## src/tpwm_defines.vh

```
/*
 * Register map, field positions, reset values and limits of the
 * triggered PWM channel.
 * Assumes: included by bare name from the channel's design files.
 */
`ifndef TPWM_DEFINES_VH
`define TPWM_DEFINES_VH

// byte addresses on the register bus
`define TPWM_OFF_CTRL 8'h00
`define TPWM_OFF_CMPF 8'h04
`define TPWM_OFF_CMPS 8'h08
`define TPWM_OFF_SHDF 8'h0C
`define TPWM_OFF_SHDS 8'h10
`define TPWM_OFF_STAT 8'h14

// control register fields
`define TPWM_CTRL_EN 0
`define TPWM_CTRL_TRS 1
`define TPWM_CTRL_SL 2
`define TPWM_CTRL_SYNC 3
`define TPWM_CTRL_DIV_LO 4
`define TPWM_CTRL_DIV_HI 6
`define TPWM_CTRL_STG_LO 8
`define TPWM_CTRL_STG_HI 9
`define TPWM_CTRL_W 10

// status register fields
`define TPWM_STAT_OUT 16
`define TPWM_STAT_RUN 17

// reset values
`define TPWM_CTRL_RST 10'h000
`define TPWM_CMP_RST 17'h00000
`define TPWM_CNT_RST 16'h0000

// counter and compare widths; compares carry one bit above the counter
`define TPWM_CNT_W 16
`define TPWM_CMP_W 17
`define TPWM_CNT_MAX 16'hFFFF

// bus answers
`define TPWM_RESP_OKAY 2'h0
`define TPWM_RESP_SLVERR 2'h2

`endif

```

## src/tpwm_channel.v

```verilog
/*
 * Triggered PWM channel with AXI4-Lite register slave, optional
 * counting-clock divider, selectable trigger delay and shadowed
 * compare values.
 * Assumes: single clock, trigger from the preceding channel is a
 * one-cycle pulse synchronous to CORE_CLK_IN, one bus master.
 */
// The AXI4-Lite interface to the registers and the placing of the registers were left to the implementer.
`timescale 1ns/1ps
`default_nettype none
`include "tpwm_defines.vh"

// Functional notes
// - trigger select restarts period on preceding trigger
// - trigger register delay never loses an edge
// - inverse-level edge also for small second compare
// - every divider setting, including one, works
// - second zero, first above max: 0% duty
// - first zero, second above max: 100% duty
// - second zero, first positive: left aligned
// - leaving 100% emits the inverse-level edge
// - swapped compares with inverted level match
// - direct compare writes act within period
// - shadow values move to compares synchronously
// - compare equal to max differs from above
module tpwm_channel (
    // clock, reset, enable
    input wire CORE_CLK_IN,
    input wire RST_IN,
    input wire CLK_EN_IN,
    // write address channel
    input wire [7:0] S_AXI_AWADDR_IN,
    input wire S_AXI_AWVALID_IN,
    output wire S_AXI_AWREADY_OUT,
    // write data channel
    input wire [31:0] S_AXI_WDATA_IN,
    input wire [3:0] S_AXI_WSTRB_IN,
    input wire S_AXI_WVALID_IN,
    output wire S_AXI_WREADY_OUT,
    // write response channel
    output reg [1:0] S_AXI_BRESP_OUT,
    output reg S_AXI_BVALID_OUT,
    input wire S_AXI_BREADY_IN,
    // read address channel
    input wire [7:0] S_AXI_ARADDR_IN,
    input wire S_AXI_ARVALID_IN,
    output wire S_AXI_ARREADY_OUT,
    // read data channel
    output reg [31:0] S_AXI_RDATA_OUT,
    output reg [1:0] S_AXI_RRESP_OUT,
    output reg S_AXI_RVALID_OUT,
    input wire S_AXI_RREADY_IN,
    // trigger chain
    input wire TRIG_IN,
    output reg TRIG_OUT,
    // waveform
    output reg PWM_OUT
);
    // software state
    reg [`TPWM_CTRL_W-1:0] ctrl_r;
    reg [`TPWM_CMP_W-1:0] compare_first_r;
    reg [`TPWM_CMP_W-1:0] compare_second_r;
    reg [`TPWM_CMP_W-1:0] shadow_first_r;
    reg [`TPWM_CMP_W-1:0] shadow_second_r;
    // channel state
    reg [`TPWM_CNT_W-1:0] cnt_r;
    reg [`TPWM_CNT_W-1:0] cnt_nxt;
    reg [`TPWM_CMP_W-1:0] compare_first_nxt;
    reg [`TPWM_CMP_W-1:0] compare_second_nxt;
    reg level_nxt;
    // decoded controls
    wire chan_en;
    wire trigger_reset_select;
    wire signal_level_bit;
    wire sync_update_en;
    wire [2:0] div_sel;
    wire [1:0] trig_stages;
    // timing
    wire tick;
    wire trig_dly;
    wire own_wrap;
    wire restart;
    wire [`TPWM_CMP_W-1:0] cnt_ext;
    // bus
    wire wr_go;
    wire rd_go;
    wire [7:0] wa;
    wire [31:0] wd_ctrl;
    wire [31:0] wd_cmpf;
    wire [31:0] wd_cmps;
    wire [31:0] wd_shdf;
    wire [31:0] wd_shds;
    wire wr_ctrl;
    wire wr_cmpf;
    wire wr_cmps;
    wire wr_shdf;
    wire wr_shds;
    wire wr_mapped;
    reg [31:0] rd_data;
    reg rd_mapped;

    // byte-lane merge of a write into an old word
    // narrow registers drop the upper bits of a merged word on write
    function [31:0] merge;
        input [31:0] old_v;
        input [31:0] new_v;
        input [3:0] strb;
        integer k;
        begin
            merge = old_v;
            for (k = 0; k < 4; k = k + 1) begin
                if (strb[k]) begin
                    merge[k*8 +: 8] = new_v[k*8 +: 8];
                end
            end
        end
    endfunction

    // control fields
    assign chan_en = ctrl_r[`TPWM_CTRL_EN];
    assign trigger_reset_select = ctrl_r[`TPWM_CTRL_TRS];
    assign signal_level_bit = ctrl_r[`TPWM_CTRL_SL];
    assign sync_update_en = ctrl_r[`TPWM_CTRL_SYNC];
    assign div_sel = ctrl_r[`TPWM_CTRL_DIV_HI:`TPWM_CTRL_DIV_LO];
    assign trig_stages = ctrl_r[`TPWM_CTRL_STG_HI:`TPWM_CTRL_STG_LO];

    // counting clock, realigned on every restart
    // so count zero of a triggered period always lasts 2^sel cycles
    tpwm_clkdiv u_div (
        .clk_in(CORE_CLK_IN),
        .rst_in(RST_IN),
        .ce_in(CLK_EN_IN),
        .sel_in(div_sel),
        .restart_in(restart),
        .tick_out(tick)
    );

    // delayed trigger from the preceding channel
    // zero stages passes the pulse on in the cycle it arrives
    tpwm_trigpipe u_trig (
        .clk_in(CORE_CLK_IN),
        .rst_in(RST_IN),
        .ce_in(CLK_EN_IN),
        .stages_in(trig_stages),
        .trig_in(TRIG_IN),
        .trig_out(trig_dly)
    );

    // write handshake: both channels taken together, one write at a time.
    // waiting for the pair keeps the slave free of address or data
    // buffers; a master that offers one channel alone simply waits
    assign wr_go = CLK_EN_IN & S_AXI_AWVALID_IN & S_AXI_WVALID_IN & ~S_AXI_BVALID_OUT;
    assign S_AXI_AWREADY_OUT = wr_go;
    assign S_AXI_WREADY_OUT = wr_go;
    assign wa = S_AXI_AWADDR_IN;

    // write decode; status is read-only but still answers okay
    assign wr_ctrl = wr_go & (wa == `TPWM_OFF_CTRL);
    assign wr_cmpf = wr_go & (wa == `TPWM_OFF_CMPF);
    assign wr_cmps = wr_go & (wa == `TPWM_OFF_CMPS);
    assign wr_shdf = wr_go & (wa == `TPWM_OFF_SHDF);
    assign wr_shds = wr_go & (wa == `TPWM_OFF_SHDS);
    assign wr_mapped = wr_ctrl | wr_cmpf | wr_cmps | wr_shdf | wr_shds
                       | (wa == `TPWM_OFF_STAT);

    // merged write data per register
    assign wd_ctrl = merge({22'h000000, ctrl_r}, S_AXI_WDATA_IN, S_AXI_WSTRB_IN);
    assign wd_cmpf = merge({15'h0000, compare_first_r}, S_AXI_WDATA_IN, S_AXI_WSTRB_IN);
    assign wd_cmps = merge({15'h0000, compare_second_r}, S_AXI_WDATA_IN, S_AXI_WSTRB_IN);
    assign wd_shdf = merge({15'h0000, shadow_first_r}, S_AXI_WDATA_IN, S_AXI_WSTRB_IN);
    assign wd_shds = merge({15'h0000, shadow_second_r}, S_AXI_WDATA_IN, S_AXI_WSTRB_IN);

    // write response, held until the master takes it
    always @(posedge CORE_CLK_IN or posedge RST_IN) begin
        if (RST_IN) begin
            S_AXI_BVALID_OUT <= 1'b0;
            S_AXI_BRESP_OUT <= `TPWM_RESP_OKAY;
        end else if (CLK_EN_IN) begin
            if (wr_go) begin
                S_AXI_BVALID_OUT <= 1'b1;
                S_AXI_BRESP_OUT <= wr_mapped ? `TPWM_RESP_OKAY : `TPWM_RESP_SLVERR;
            end else if (S_AXI_BREADY_IN) begin
                S_AXI_BVALID_OUT <= 1'b0;
            end
        end
    end

    // control and shadow registers
    always @(posedge CORE_CLK_IN or posedge RST_IN) begin
        if (RST_IN) begin
            ctrl_r <= `TPWM_CTRL_RST;
            shadow_first_r <= `TPWM_CMP_RST;
            shadow_second_r <= `TPWM_CMP_RST;
        end else if (CLK_EN_IN) begin
            if (wr_ctrl) begin
                ctrl_r <= wd_ctrl[`TPWM_CTRL_W-1:0];
            end
            if (wr_shdf) begin
                shadow_first_r <= wd_shdf[`TPWM_CMP_W-1:0];
            end
            if (wr_shds) begin
                shadow_second_r <= wd_shds[`TPWM_CMP_W-1:0];
            end
        end
    end

    // period end: own compare in free mode, trigger in triggered mode;
    // counter at max also wraps so first compare above max is legal
    // max itself is a real compare; above max only ends on the wrap
    assign cnt_ext = {1'b0, cnt_r};
    assign own_wrap = tick & ~trigger_reset_select
                      & ((cnt_ext == compare_first_r) | (cnt_r == `TPWM_CNT_MAX));
    // trigger acts on the cycle it emerges, not on the next tick, so a
    // delayed trigger with a slow divider still starts the period
    assign restart = chan_en & ((trigger_reset_select & trig_dly) | own_wrap);

    // next counter value
    // a disabled channel parks at zero, so enabling starts clean
    always @* begin
        if (!chan_en) begin
            cnt_nxt = `TPWM_CNT_RST;
        end else if (restart) begin
            cnt_nxt = `TPWM_CNT_RST;
        end else if (tick) begin
            cnt_nxt = cnt_r + 16'h0001;
        end else begin
            cnt_nxt = cnt_r;
        end
    end

    // compare values: direct write wins over a shadow load in the same
    // cycle, since software asked for that value last
    // shadows load only at restart so a running period keeps its values
    always @* begin
        compare_first_nxt = compare_first_r;
        compare_second_nxt = compare_second_r;
        if (restart && sync_update_en) begin
            compare_first_nxt = shadow_first_r;
            compare_second_nxt = shadow_second_r;
        end
        if (wr_cmpf) begin
            compare_first_nxt = wd_cmpf[`TPWM_CMP_W-1:0];
        end
        if (wr_cmps) begin
            compare_second_nxt = wd_cmps[`TPWM_CMP_W-1:0];
        end
    end

    // output level from the next count and next compares. being a level
    // rather than an event, no edge can be skipped by delay or divider
    always @* begin
        if (!chan_en) begin
            level_nxt = ~signal_level_bit;
        end else if (!trigger_reset_select) begin
            // free mode: first sets the period, second the duty
            if ({1'b0, cnt_nxt} < compare_second_nxt) begin
                level_nxt = signal_level_bit;
            end else begin
                level_nxt = ~signal_level_bit;
            end
        end else if (compare_first_nxt <= compare_second_nxt) begin
            // first edge to level, second back; first zero and
            // second above max keeps the level for the whole period
            if (({1'b0, cnt_nxt} >= compare_first_nxt)
                && ({1'b0, cnt_nxt} < compare_second_nxt)) begin
                level_nxt = signal_level_bit;
            end else begin
                level_nxt = ~signal_level_bit;
            end
        end else begin
            // second edge comes first: inverse level only between the two
            // edges, so swapped compares with the level inverted give the
            // same wave; second zero gives left aligned, with first above
            // max it gives 0% duty. second one still drops the level at
            // count one, whatever the divider or trigger delay
            if (({1'b0, cnt_nxt} >= compare_second_nxt)
                && ({1'b0, cnt_nxt} < compare_first_nxt)) begin
                level_nxt = ~signal_level_bit;
            end else begin
                level_nxt = signal_level_bit;
            end
        end
    end

    // channel registers
    // trigger out lags the restart by one cycle, like any registered stage
    always @(posedge CORE_CLK_IN or posedge RST_IN) begin
        if (RST_IN) begin
            cnt_r <= `TPWM_CNT_RST;
            compare_first_r <= `TPWM_CMP_RST;
            compare_second_r <= `TPWM_CMP_RST;
            PWM_OUT <= 1'b1;
            TRIG_OUT <= 1'b0;
        end else if (CLK_EN_IN) begin
            cnt_r <= cnt_nxt;
            compare_first_r <= compare_first_nxt;
            compare_second_r <= compare_second_nxt;
            PWM_OUT <= level_nxt;
            TRIG_OUT <= restart; // period start for the next channel
        end
    end

    // read decode
    // status shows the live counter, so two reads of it seldom match
    always @* begin
        rd_data = 32'h00000000;
        rd_mapped = 1'b1;
        case (S_AXI_ARADDR_IN)
            `TPWM_OFF_CTRL: rd_data = {22'h000000, ctrl_r};
            `TPWM_OFF_CMPF: rd_data = {15'h0000, compare_first_r};
            `TPWM_OFF_CMPS: rd_data = {15'h0000, compare_second_r};
            `TPWM_OFF_SHDF: rd_data = {15'h0000, shadow_first_r};
            `TPWM_OFF_SHDS: rd_data = {15'h0000, shadow_second_r};
            `TPWM_OFF_STAT: begin
                rd_data[`TPWM_CNT_W-1:0] = cnt_r;
                rd_data[`TPWM_STAT_OUT] = PWM_OUT;
                rd_data[`TPWM_STAT_RUN] = chan_en;
            end
            default: rd_mapped = 1'b0;
        endcase
    end

    // read handshake: one read at a time, data held until taken
    assign rd_go = CLK_EN_IN & S_AXI_ARVALID_IN & ~S_AXI_RVALID_OUT;
    assign S_AXI_ARREADY_OUT = rd_go;

    always @(posedge CORE_CLK_IN or posedge RST_IN) begin
        if (RST_IN) begin
            S_AXI_RVALID_OUT <= 1'b0;
            S_AXI_RDATA_OUT <= 32'h00000000;
            S_AXI_RRESP_OUT <= `TPWM_RESP_OKAY;
        end else if (CLK_EN_IN) begin
            if (rd_go) begin
                S_AXI_RVALID_OUT <= 1'b1;
                S_AXI_RDATA_OUT <= rd_data;
                S_AXI_RRESP_OUT <= rd_mapped ? `TPWM_RESP_OKAY : `TPWM_RESP_SLVERR;
            end else if (S_AXI_RREADY_IN) begin
                S_AXI_RVALID_OUT <= 1'b0;
            end
        end
    end
endmodule

`default_nettype wire

```

## src/tpwm_clkdiv.v

```verilog
/*
 * Counting tick for the channel: the cluster clock divided by 2^sel.
 * Assumes: one clock, clock enable freezes the prescaler, restart_in
 * realigns the prescaler phase with a new period.
 */
`timescale 1ns/1ps
`default_nettype none

module tpwm_clkdiv (
    // clock and reset
    input wire clk_in,
    input wire rst_in,
    input wire ce_in,
    // control
    input wire [2:0] sel_in,
    input wire restart_in,
    // tick
    output wire tick_out
);
    reg [6:0] pre_r;
    wire [6:0] mask;

    // mask of low bits that must be zero for a tick; sel 0 ticks always
    assign mask = ~(7'h7F << sel_in);
    assign tick_out = ce_in & ((pre_r & mask) == 7'h00);

    // restart loads phase one, so the restart cycle counts as the tick that starts a triggered period
    always @(posedge clk_in or posedge rst_in) begin
        if (rst_in) begin
            pre_r <= 7'h00;
        end else if (ce_in) begin
            if (restart_in) begin
                pre_r <= 7'h01;
            end else begin
                pre_r <= pre_r + 7'h01;
            end
        end
    end
endmodule

`default_nettype wire

```

## src/tpwm_trigpipe.v

```verilog
/*
 * Trigger path from the preceding channel: zero to three register
 * stages, chosen at run time, modelling pipeline or sync delay.
 * Assumes: trig_in is a one-cycle pulse synchronous to clk_in.
 */
`timescale 1ns/1ps
`default_nettype none

module tpwm_trigpipe (
    // clock and reset
    input wire clk_in,
    input wire rst_in,
    input wire ce_in,
    // control
    input wire [1:0] stages_in,
    // trigger
    input wire trig_in,
    output reg trig_out
);
    wire [3:0] tap;

    assign tap[0] = trig_in;

    // one flip-flop per stage
    genvar i;
    generate
        for (i = 0; i < 3; i = i + 1) begin : g_stage
            reg stage_r;
            always @(posedge clk_in or posedge rst_in) begin
                if (rst_in) begin
                    stage_r <= 1'b0;
                end else if (ce_in) begin
                    stage_r <= tap[i];
                end
            end
            assign tap[i+1] = stage_r;
        end
    endgenerate

    // tap selection
    always @* begin
        case (stages_in)
            2'h0: trig_out = tap[0];
            2'h1: trig_out = tap[1];
            2'h2: trig_out = tap[2];
            default: trig_out = tap[3];
        endcase
    end
endmodule

`default_nettype wire

```

## config.mk

```make
export PLATFORM = sky130hd
export DESIGN_NAME = tpwm_channel
export DESIGN_NICKNAME = d
export VERILOG_FILES = /design/src/tpwm_channel.v /design/src/tpwm_clkdiv.v /design/src/tpwm_trigpipe.v
export VERILOG_INCLUDE_DIRS = /design/src
export SDC_FILE = /design/constraint.sdc
export NUM_CORES = 1
export LEC_CHECK = 0
export BUFFER_PORTS_ARGS = -buffer_cell sky130_fd_sc_hd__buf_2
export CAP_MARGIN = 20
export CORE_AREA = 5 5 151 153
export CTS_CLUSTER_DIAMETER = 150
export CTS_CLUSTER_SIZE = 12
export DETAILED_ROUTE_END_ITERATION = 16
export DIE_AREA = 0 0 156 158
export PLACE_DENSITY = 0.57
export SYNTH_ARGS = -nofsm -noshare
export SYNTH_HDL_FRONTEND = slang
export SYNTH_SLANG_ARGS = --single-unit
```

## constraint.sdc

```tcl
create_clock -name CORE_CLK_IN -period 12.98 [get_ports CORE_CLK_IN]
set_input_delay 2.596 -clock CORE_CLK_IN [delete_from_list [all_inputs] [get_ports CORE_CLK_IN]]
set_output_delay 2.596 -clock CORE_CLK_IN [all_outputs]
set_load 0.02 [all_outputs]
```

==> run metrics, run 1 <==
Die Y=between 150 and 200 um; # clock sinks=around 130; Layout Skew=between 7 and 8 ps; worst vdd ir=approximately 0.000067 V; PostCTS Resize Cnt=0; synth unique cells=between 70 and 80; H-Tree Depth=4; core footprint=about 21,000 sq um; RSZ-0062 raised after global routing=false; Post-synth ARST share=100%; initial antenna violation count=0; largest family of logic cells by synthesized area=compound AO/OA/AOI/OAI gates; slew at the pin closest to its max-slew limit=1020 ps; Final Critical Period=7510 ps; WP data arrival=~7800 ps; router iterations before antenna repair=5; Synth area leader=dfrtp_1; Final Hold Vio Count=0; First DRT Iteration DRCs=around 530; crit share post-route=57.8%; Initial Utilization=between 40% and 50%; # IOs=104; TritonCTS buffer count=17; CTS root buf=clkbuf_16; critical path peak fanout=33; die area=between 20,000 and 25,000 sq um; Synth top area share=a little under two fifths; Slew Viols, Final=0; most used flip-flop cell after synthesis=dfrtp_1; Final #Nets=between 1,000 and 1,500; CTS tree=yes; post-DP HPWL=18,200 um; crit end category=register; Final setup violation count=0; Ys Warns=0; drt wl/cell=roughly 19 um; # rows=54; Crit Path Category=in -> reg; cts hold-fix bufs=0; via count=7,041; CP Data Required Time=between 10,000 and 15,000 ps; most frequent cell after synthesis=dfrtp_1; simple-gate share of the synthesized area=approximately 16%; Post-Synth Adder-Cell Area=under 10%; Max Cap Viol=0; pwr dens=about 110 nW/um^2; DRC=0; Total Wirelength=roughly 25,000 um; RePlAce Congestion=about 0.90; Fill cells=between 2,000 and 2,500; #FFs+latches synth=around 130; post-DR vias/cell=about 5.5; post-synthesis mux area share=between 10 and 15%; CTS clk-pin slew, worst paths=approximately 60 ps; ranking of synthesized cells by area=dfrtp_1 (37%), mux2_2 (10%), ha_1 (7.3%); largest net degree at the start of global routing=71; first-pass GRT wire length=between 30,000 and 40,000 um; Startpoint Class=input pin; worst slack, placed=between 5000 and 6000 ps; Layout area overhead=13.1%; Final TNS setup=0 ps; Setup WS post-layout=5470 ps; clock buffer depth=2; max_slew headroom=a little under a third; GRT Total Usage=about a fifth; Compound-Gate Fraction of Synth Area=roughly 17%; Max Clk Rate=approximately 0.13 GHz; synthesized area=between 8000 and 9000 sq um; GRT Residual Overflow=0; vias in the first global route=~7,000; Post-Synth XOR/XNOR Area=under 10%; Leak=roughly 4.4 nW; worst hold-check path type=reg -> reg; Post-synth EDFFs=0; post-synthesis cell count=around 930; Final ANT Viol Nets=0; post-CTS setup buffers=0; Ant. Diodes=0; Fin Hold WS=476 ps; die width=~160 um; average instance area after synthesis=roughly 9.2 sq um; share of cells above drive strength 1=about a fifth; sequential element share of the synthesized area=about 37%; status=complete, no violations; clk_lat worst skew=between 400 and 500 ps; top cells by count, synth=dfrtp_1 (127), nand2_1 (116), nor2_1 (86), mux2_2 (76), o21ai_0 (67); # port buffers=71
==> critical path: stages <==
cell and delay [ps]:
buf_2 420, buf_4 500, nand4b_1 360, inv_2 190, nand3_1 190, nor4b_4 570, nor2_1 200, nor2_2 360
nor2_1 70, nor2_1 260, ha_1 310, a21o_1 190, a21o_1 180, a21oi_1 170, o21ai_0 140, or3_1 410
a22o_1 200, a211oi_2 280, o211ai_2 110, o311ai_2 90
==> layout by cell type (no fill, tap or decap), drive strengths merged, types with 4 or more instances in the layout <==
cell type	count
o211ai	15
nor2b	7
o22ai	16
dfrtp	127
and2	4
xnor2	24
clkinv	4
inv	36
nor3b	5
a211oi	4
conb	16
nand2	117
mux2	77
xor2	13
o21ai	95
ha	50
buf	74
a22o	8
and4	4
nand3	19
mux2i	30
nor3	5
a21oi	29
clkbuf	18
o21a	4
a21o	9
nand4	20
nor2	87
or2	6
nor4	5
o22a	14
==> state kept, by name, indices dropped and copies added, names as in the netlist, 3 cells and up <==
name / count
ctrl_r: 10
cnt_r: 16
shadow_first_r: 17
compare_first_r: 17
compare_second_r: 17
shadow_second_r: 17
u_div.pre_r: 7
S_AXI_RDATA_OUT: 18
u_trig.g_stage.stage_r: 3
==> power breakdown <==
part           switching (W)  total (W)  internal, W  leakage (nW)
logic              0.0000750   0.000118    0.0000435          2.36
clock network       0.000194   0.000504     0.000310         0.294
registers          0.0000174   0.000432     0.000415          1.74
total               0.000287    0.00105     0.000768          4.39
==> final cells by class <==
type	instances	area, sq um	area share (%)
multi-input cells	723	5020	51.8
flip-flops and latches	128	3200	33.0
clock buffers	18	439	4.53
repair buffers	74	378	3.90
well taps	280	350	3.61
clock inverters	14	179	1.85
inverters	32	125	1.29
==> logic make-up after synthesis <==
| kind of cell | Yosys count |
|---|---|
| compound gates | 219 |
| xor+xnor | 37 |
| fa+ha+maj | 50 |
| buf+inv | 92 |
| flops | 128 |
| mux | 108 |
| other cells | 1 |
| simple gates | 293 |
==> per-layer routing <==
layer / track usage (%) / vias up / wire, um
li1: - / 3405 / -
met1: 28.1 / 3408 / 11400
met2: 33.1 / 203 / 11500
met3: 3.91 / 25 / 1420
met4: 5.38 / 0 / 303
met5: 0 / - / 0
==> path summary, 6_finish.rpt <==
check                      slack [ps]  depth (start not counted)                from                 end
max                              5470                         20           CLK_EN_IN             PWM_OUT
min                               480                          2  S_AXI_RDATA_OUT[2]  S_AXI_RDATA_OUT[2]
max reg2reg                      7740                         18           ctrl_r[6]             PWM_OUT
min reg2reg                       480                          2  S_AXI_RDATA_OUT[2]  S_AXI_RDATA_OUT[2]
max in group asynchronous        9490                          3              RST_IN            cnt_r[2]
min in group asynchronous        2270                          2              RST_IN  S_AXI_RDATA_OUT[0]
==> through the flow <==
stage / utilization (%) / power, W / instances / area [sq um]
floorplan: - / 0.000521 / 943 / 8630
global placement: 42.4 / 0.000556 / 1237 / 9080
detailed placement: 42.4 / 0.000557 / 1237 / 9080
CTS: 45.3 / 0.00106 / 1269 / 9700
global route: 45.3 / 0.00110 / 1269 / 9700
finish: 45.3 / 0.00105 / 1269 / 9700
Note: power is estimated with default switching activity, not from simulation.
==> inputs of run 2 (changes only) <==
- clock period: 12.98 -> 7.1 ns (I/O delays scaled with it)
==> run 2 against run 1 <==
Clock skew grew 2.4 ps. Wire length is essentially flat. Sequential share of layout area is 0.13 points lower. Cell count up 0.16%. Global-route usage down 0.23 points. Critical path type unchanged. Critical endpoint unchanged.
==> run metrics, run 2 (synthesis gave the netlist of run 1 again) <==
status=complete, no violations; Worst path top cell family by delay=compound AO/OA/AOI/OAI gates; TritonCTS buffer count=17 (unchanged); worst path cell trace=buf_2, buf_4, nand2_1, a221oi_4, buf_4, o211ai_4, o21ai_2, nand2_1, o22a_1, o21ai_1, ha_1, a21o_1, a21o_1, a21oi_1, o21ai_0, or3_1, a22o_1, a211oi_2, o211ai_2, o311ai_2; WP data arrival=5920 ps (-1920 ps); final std cells w/o fill=1,271 (+0.16%); Design Power=0.00197 W (+86%); Top reg by flops=S_AXI_RDATA_OUT; GRT Residual Overflow=0 (unchanged); PostCTS Resize Cnt=0 (unchanged); Net Sw Power=0.000524 W (+83%); most frequent cells in the layout=dfrtp_1 (127), nand2_1 (116), nor2_1 (86), mux2_2 (76), buf_2 (71); initial antenna violation count=0 (unchanged); Final ANT Viol Nets=0 (unchanged); Startpoint Class=input pin; H-Tree Depth=4 (unchanged); Final #Nets=1,089 (+0.18%); Leak=4.42 nW (+0.55%); drt wl/cell=19.3 um (-0.25%); core footprint=21,400 sq um (unchanged); Max Cap Viol=0 (unchanged); combinational fraction of design power=11.1% (about the same); Final Critical Period=roughly 5600 ps; Final Hold Vio Count=0 (unchanged); cts hold-fix bufs=0 (unchanged); largest net degree at the start of global routing=69 (-2.8%); sequential share of power=40.2% (-0.8 points); CTS tree=yes; pwr dens=202 nW/um^2 (+86%); # port buffers=71 (unchanged); Max Clk Rate=0.179 GHz; slew at the pin closest to its max-slew limit=1060 ps (+39.3 ps); worst vdd ir=0.000133 V (+99%); Final TNS setup=0 ps (unchanged); max_slew headroom=28.8% (-3.0 points); # clock sinks=128 (unchanged); Final setup violation count=0 (unchanged); RSZ-0062 raised after global routing=false; die area=24,600 sq um (unchanged); Post-Place Cells=1,239 (+0.16%); Sw Ratio=26.7% (-0.50 points); Final Cell Area=9730 sq um (+0.39%); crit end category=register; Buffers & Inverters on Critical Path=3 (unchanged); max reg flops=18 (unchanged); Initial Utilization=40.0% (unchanged); GRT Total Usage=20.2% (-0.23 points); RePlAce Congestion=0.856 (-4.6%); router iterations before antenna repair=5 (unchanged); crit share post-route=between 70% and 80%; Fill cells=2,063 (-1.3%); Die Y=158 um (unchanged); CP max stage delay=450 ps (-120 ps); DRC=0 (unchanged); Fin Hold WS=477 ps (+1.09 ps); First DRT Iteration DRCs=517 (-1.7%); vias in the first global route=6,835 (-1.9%); CTS clk-pin slew, worst paths=60 ps (about the same); Layout Skew=10.2 ps (+2.41 ps); Slew Viols, Final=0 (unchanged); Int Pwr=0.00144 W (+88%); Clock power frac=48.7% (+0.9 points); CTS root buf=clkbuf_16; post-DP HPWL=18,300 um (+0.23%); die width=156 um (unchanged); Layout area overhead=13.5%; post-DR vias/cell=5.61 (+1.2%); share of cells above drive strength 1=21.0% (+0.16 points); Placed Instance Area=9090 sq um (+0.17%); CP Data Required Time=7420 ps (-5890 ps); # rows=54 (unchanged); Total Wirelength=24,600 um (about the same); via count=7,134 (+1.3%); clk_lat worst skew=420 ps (about the same); Crit Path Category=in -> reg; post-CTS setup buffers=0 (unchanged); # IOs=104 (unchanged); CP max-delay cell=nand2_1; critical path peak fanout=26 (-21%); Ant. Diodes=0 (unchanged); worst hold-check path type=reg -> reg; commonest non-fill, non-tap cell in the layout=dfrtp_1; clock buffer depth=2 (unchanged); first-pass GRT wire length=38,600 um (-1.3%)
[run 2: per-stage QoR]
stage	utilization (%)	setup WS, ps
CTS	45.4	1520
finish	45.4	1500
floorplan	-	1970
detailed placement	42.5	1130
global route	45.4	1160
global placement	42.5	1130
[run 2: power by group through the flow]
stage	logic, W	registers, W	clock network, W
after global routing	0.000243	0.000795	0.00101
after global placement	0.000216	0.000802	0
after floorplan	0.000154	0.000799	0
after detailed placement	0.000218	0.000803	0
after CTS	0.000219	0.000789	0.000969
final	0.000218	0.000791	0.000957
[run 2: path summary, 6_finish.rpt]
check	startpoint	end	slack (ps)	cells past startpoint
max	CLK_EN_IN	PWM_OUT	1500	20
min	S_AXI_RDATA_OUT[6]	S_AXI_RDATA_OUT[6]	480	2
max reg2reg	cnt_r[1]	PWM_OUT	1980	19
min reg2reg	S_AXI_RDATA_OUT[6]	S_AXI_RDATA_OUT[6]	480	2
max in group asynchronous	RST_IN	compare_first_r[9]	4700	3
min in group asynchronous	RST_IN	S_AXI_RDATA_OUT[5]	1100	2
[run 2: layer usage]
layer  wire length (um)  global-route usage (%)  vias up
li1                   -                       -     3410
met1              11700                    28.7     3487
met2              11100                    31.5      206
met3               1390                    3.91       31
met4                439                    5.88        0
met5                  0                       0        -
[run 2: cell type report]
cell class              count  area, sq um  area share [%]
well taps                 280          350            3.60
repair buffers             76          393            4.04
multi-input cells         723         5020            51.6
clock buffers              18          439            4.51
flip-flops and latches    128         3200            32.9
inverters                  32          125            1.29
clock inverters            14          201            2.07
[run 2: worst register-to-register path: cells and delay by family, from the launching register on]
| family | cells | cell delay (ps) |
|---|---|---|
| AOI/OAI and AO/OA | 13 | 2710 |
| and+or+nand+nor | 4 | 1250 |
| adders and majority gates | 2 | 590 |
| DFF | 1 | 470 |
==> inputs of run 3 (changes only) <==
- PLACE_DENSITY: 0.57 -> 0.59
- clock period: 7.1 -> 5 ns (I/O delays scaled with it)
==> run 3 against run 2 <==
Sequential power grew 42%. Register-to-register slack lost 1800 ps. Non-clock buffer count is 72 higher. Clock power is 29% higher. Flip-flop and latch count unchanged. Final area is 5.3% higher. Clock-buffer cell count stayed put. Cell count increased by 5.6%. Critical path type is now reg -> reg. First-iteration DRC count increased by 14%. Die area did not move. Sequential share of layout area shrank 1.7 points.
==> run metrics, run 3 (synthesis gave the netlist of run 1 again) <==
Die Y=158 um (unchanged); Final Critical Period=4850 ps; RR Startpoint=cnt_r[1]; status=complete, no violations; vias in the first global route=7,277 (+6.5%); core footprint=21,400 sq um (unchanged); Net Sw Power=0.000734 W (+40%); Design Power=0.00269 W (+37%); pwr dens=262 nW/um^2 (+30%); WP data arrival=5180 ps (-740 ps); slew at the pin closest to its max-slew limit=1080 ps (+23.3 ps); Worst Hold Path Cells=2 (unchanged); crit end category=register; Total Wirelength=26,000 um (+5.6%); M3 GR Usage=3.77% (-0.14 points); Critical Path Start=cnt_r[1]; crit share post-route=between 90% and 100%; most frequent cells in the layout=dfrtp_1 (127), nand2_1 (115), nor2_1 (85), mux2_2 (76), buf_4 (75); DRC=0 (unchanged); Hold EP=S_AXI_RDATA_OUT[3]; post-DR vias/cell=5.56 (-0.88%); clock buffer depth=2 (unchanged); Layout Skew=8.68 ps (-1.55 ps); # rows=54 (unchanged); Final TNS setup=0 ps (unchanged); Worst path top cell family by delay=compound AO/OA/AOI/OAI gates; share of cells above drive strength 1=26.6% (+5.7 points); Final ANT Viol Nets=0 (unchanged); Clock power frac=45.8% (-2.9 points); worst vdd ir=0.000160 V (+20%); Layout area overhead=19.6%; RSZ-0062 raised after global routing=false; max_slew headroom=27.3% (-1.5 points); reg2reg end=PWM_OUT; TritonCTS buffer count=17 (unchanged); Final setup violation count=0 (unchanged); Startpoint Class=register; combinational fraction of design power=12.4% (+1.3 points); GRT Residual Overflow=0 (unchanged); CP Data Required Time=5330 ps (-2090 ps); Crit Path Category=reg -> reg; # port buffers=71 (unchanged); CP max stage delay=470 ps (+20 ps); Final Hold Vio Count=0 (unchanged); max reg flops=18 (unchanged); CTS clk-pin slew, worst paths=60 ps (about the same); First DRT Iteration DRCs=587 (+14%); FF-to-FF path depth=20 (+1); CP max-delay cell=dfrtp_1; Int Pwr=0.00195 W (+35%); Slew Viols, Final=0 (unchanged); initial antenna violation count=0 (unchanged); RePlAce Congestion=0.922 (+7.7%); CTS root buf=clkbuf_16; Leak=4.75 nW (+7.6%); met1 Use GR=29.9% (+1.2 points); Max Cap Viol=0 (unchanged); first-pass GRT wire length=40,800 um (+5.5%); largest net degree at the start of global routing=101 (+46%); Ant. Diodes=0 (unchanged); Sw Ratio=27.3% (+0.66 points); worst hold-check path type=reg -> reg; clk_lat worst skew=420 ps (about the same); Initial Utilization=40.0% (unchanged); router iterations before antenna repair=5 (unchanged); Final #Nets=1,161 (+6.6%); Fin Hold WS=472 ps (-4.76 ps); grt met2 use=34.4% (+3.0 points); GRT Total Usage=21.4% (+1.2 points); Top Usage Layer GRT=met2; Util after Layout=47.9% (+2.4 points); cts hold-fix bufs=0 (unchanged); worst path cell trace=ha_1, and4_1, nand4_1, o32ai_2, o211ai_4, o21ai_2, or2_1, o21a_1, o21ai_1, ha_1, nand4_1, a211oi_1, o41ai_1, buf_4, a21oi_1, o21ai_1, o211ai_1, xor2_1, o211ai_2, o311ai_2; # IOs=104 (unchanged); die area=24,600 sq um (unchanged); CTS tree=yes; sequential share of power=41.8% (+1.6 points); # clock sinks=128 (unchanged); critical path peak fanout=8 (-69%); commonest non-fill, non-tap cell in the layout=dfrtp_1; post-DP HPWL=19,400 um (+6.1%); setup slack, reg-to-reg=150 ps (-1830 ps); die width=156 um (unchanged); Max Clk Rate=roughly 0.21 GHz; H-Tree Depth=4 (unchanged); via count=7,466 (+4.7%); Top reg by flops=S_AXI_RDATA_OUT; drt wl/cell=19.4 um (about the same); hold_sp=S_AXI_RDATA_OUT[3]; Buffers & Inverters on Critical Path=1 (-2)
[run 3: worst max-delay path by stage]
| stage | to | slack [ps] | cells past startpoint |
|---|---|---|---|
| global route | PWM_OUT | 20 | 22 |
| finish | PWM_OUT | 150 | 20 |
| CTS | PWM_OUT | 300 | 21 |
| floorplan | PWM_OUT | 290 | 17 |
| global placement | PWM_OUT | -60 | 18 |
| detailed placement | PWM_OUT | -120 | 18 |
[run 3: layer usage]
layer	vias to the layer above	wire, um
met5	-	0
met4	0	474
met3	34	1520
met2	236	12100
met1	3637	11900
li1	3559	-
[run 3: repair_timing]
item / CTS / global route
buffers inserted: 0 / 0
setup endpoints to repair: 0 / 1
gates resized for setup: 0 / 5
[run 3: area by class of cell]
type | count | area, sq um
Multi-Input combinational cell | 723 | 5030
Inverter | 32 | 125
Timing Repair Buffer | 148 | 958
Clock buffer | 18 | 439
Fill cell | 2055 | 11200
Tap cell | 280 | 350
Sequential cell | 128 | 3200
Clock inverter | 13 | 139
[run 3: power groups by stage]
stage	Combinational, W	Clock (W)	Sequential [W]
after CTS	0.000335	0.00125	0.00112
after detailed placement	0.000333	0	0.00114
after global placement	0.000328	0	0.00114
final	0.000334	0.00123	0.00112
after floorplan	0.000218	0	0.00113
after global routing	0.000371	0.00129	0.00113
[run 3: metrics by stage]
stage	setup WS (ps)	std cells	cell area, sq um
4_1_cts	305	1342	10200
6_report	147	1342	10300
2_1_floorplan	293	943	8630
3_3_place_gp	-64.3	1311	9650
3_5_place_dp	-123	1311	9650
5_1_grt	20.5	1342	10300
[run 3: worst min-delay path, stage by stage, from the launching register on]
cell and delay [ps]:
dfrtp_1 330, nand2_1 50, o21ai_0 60
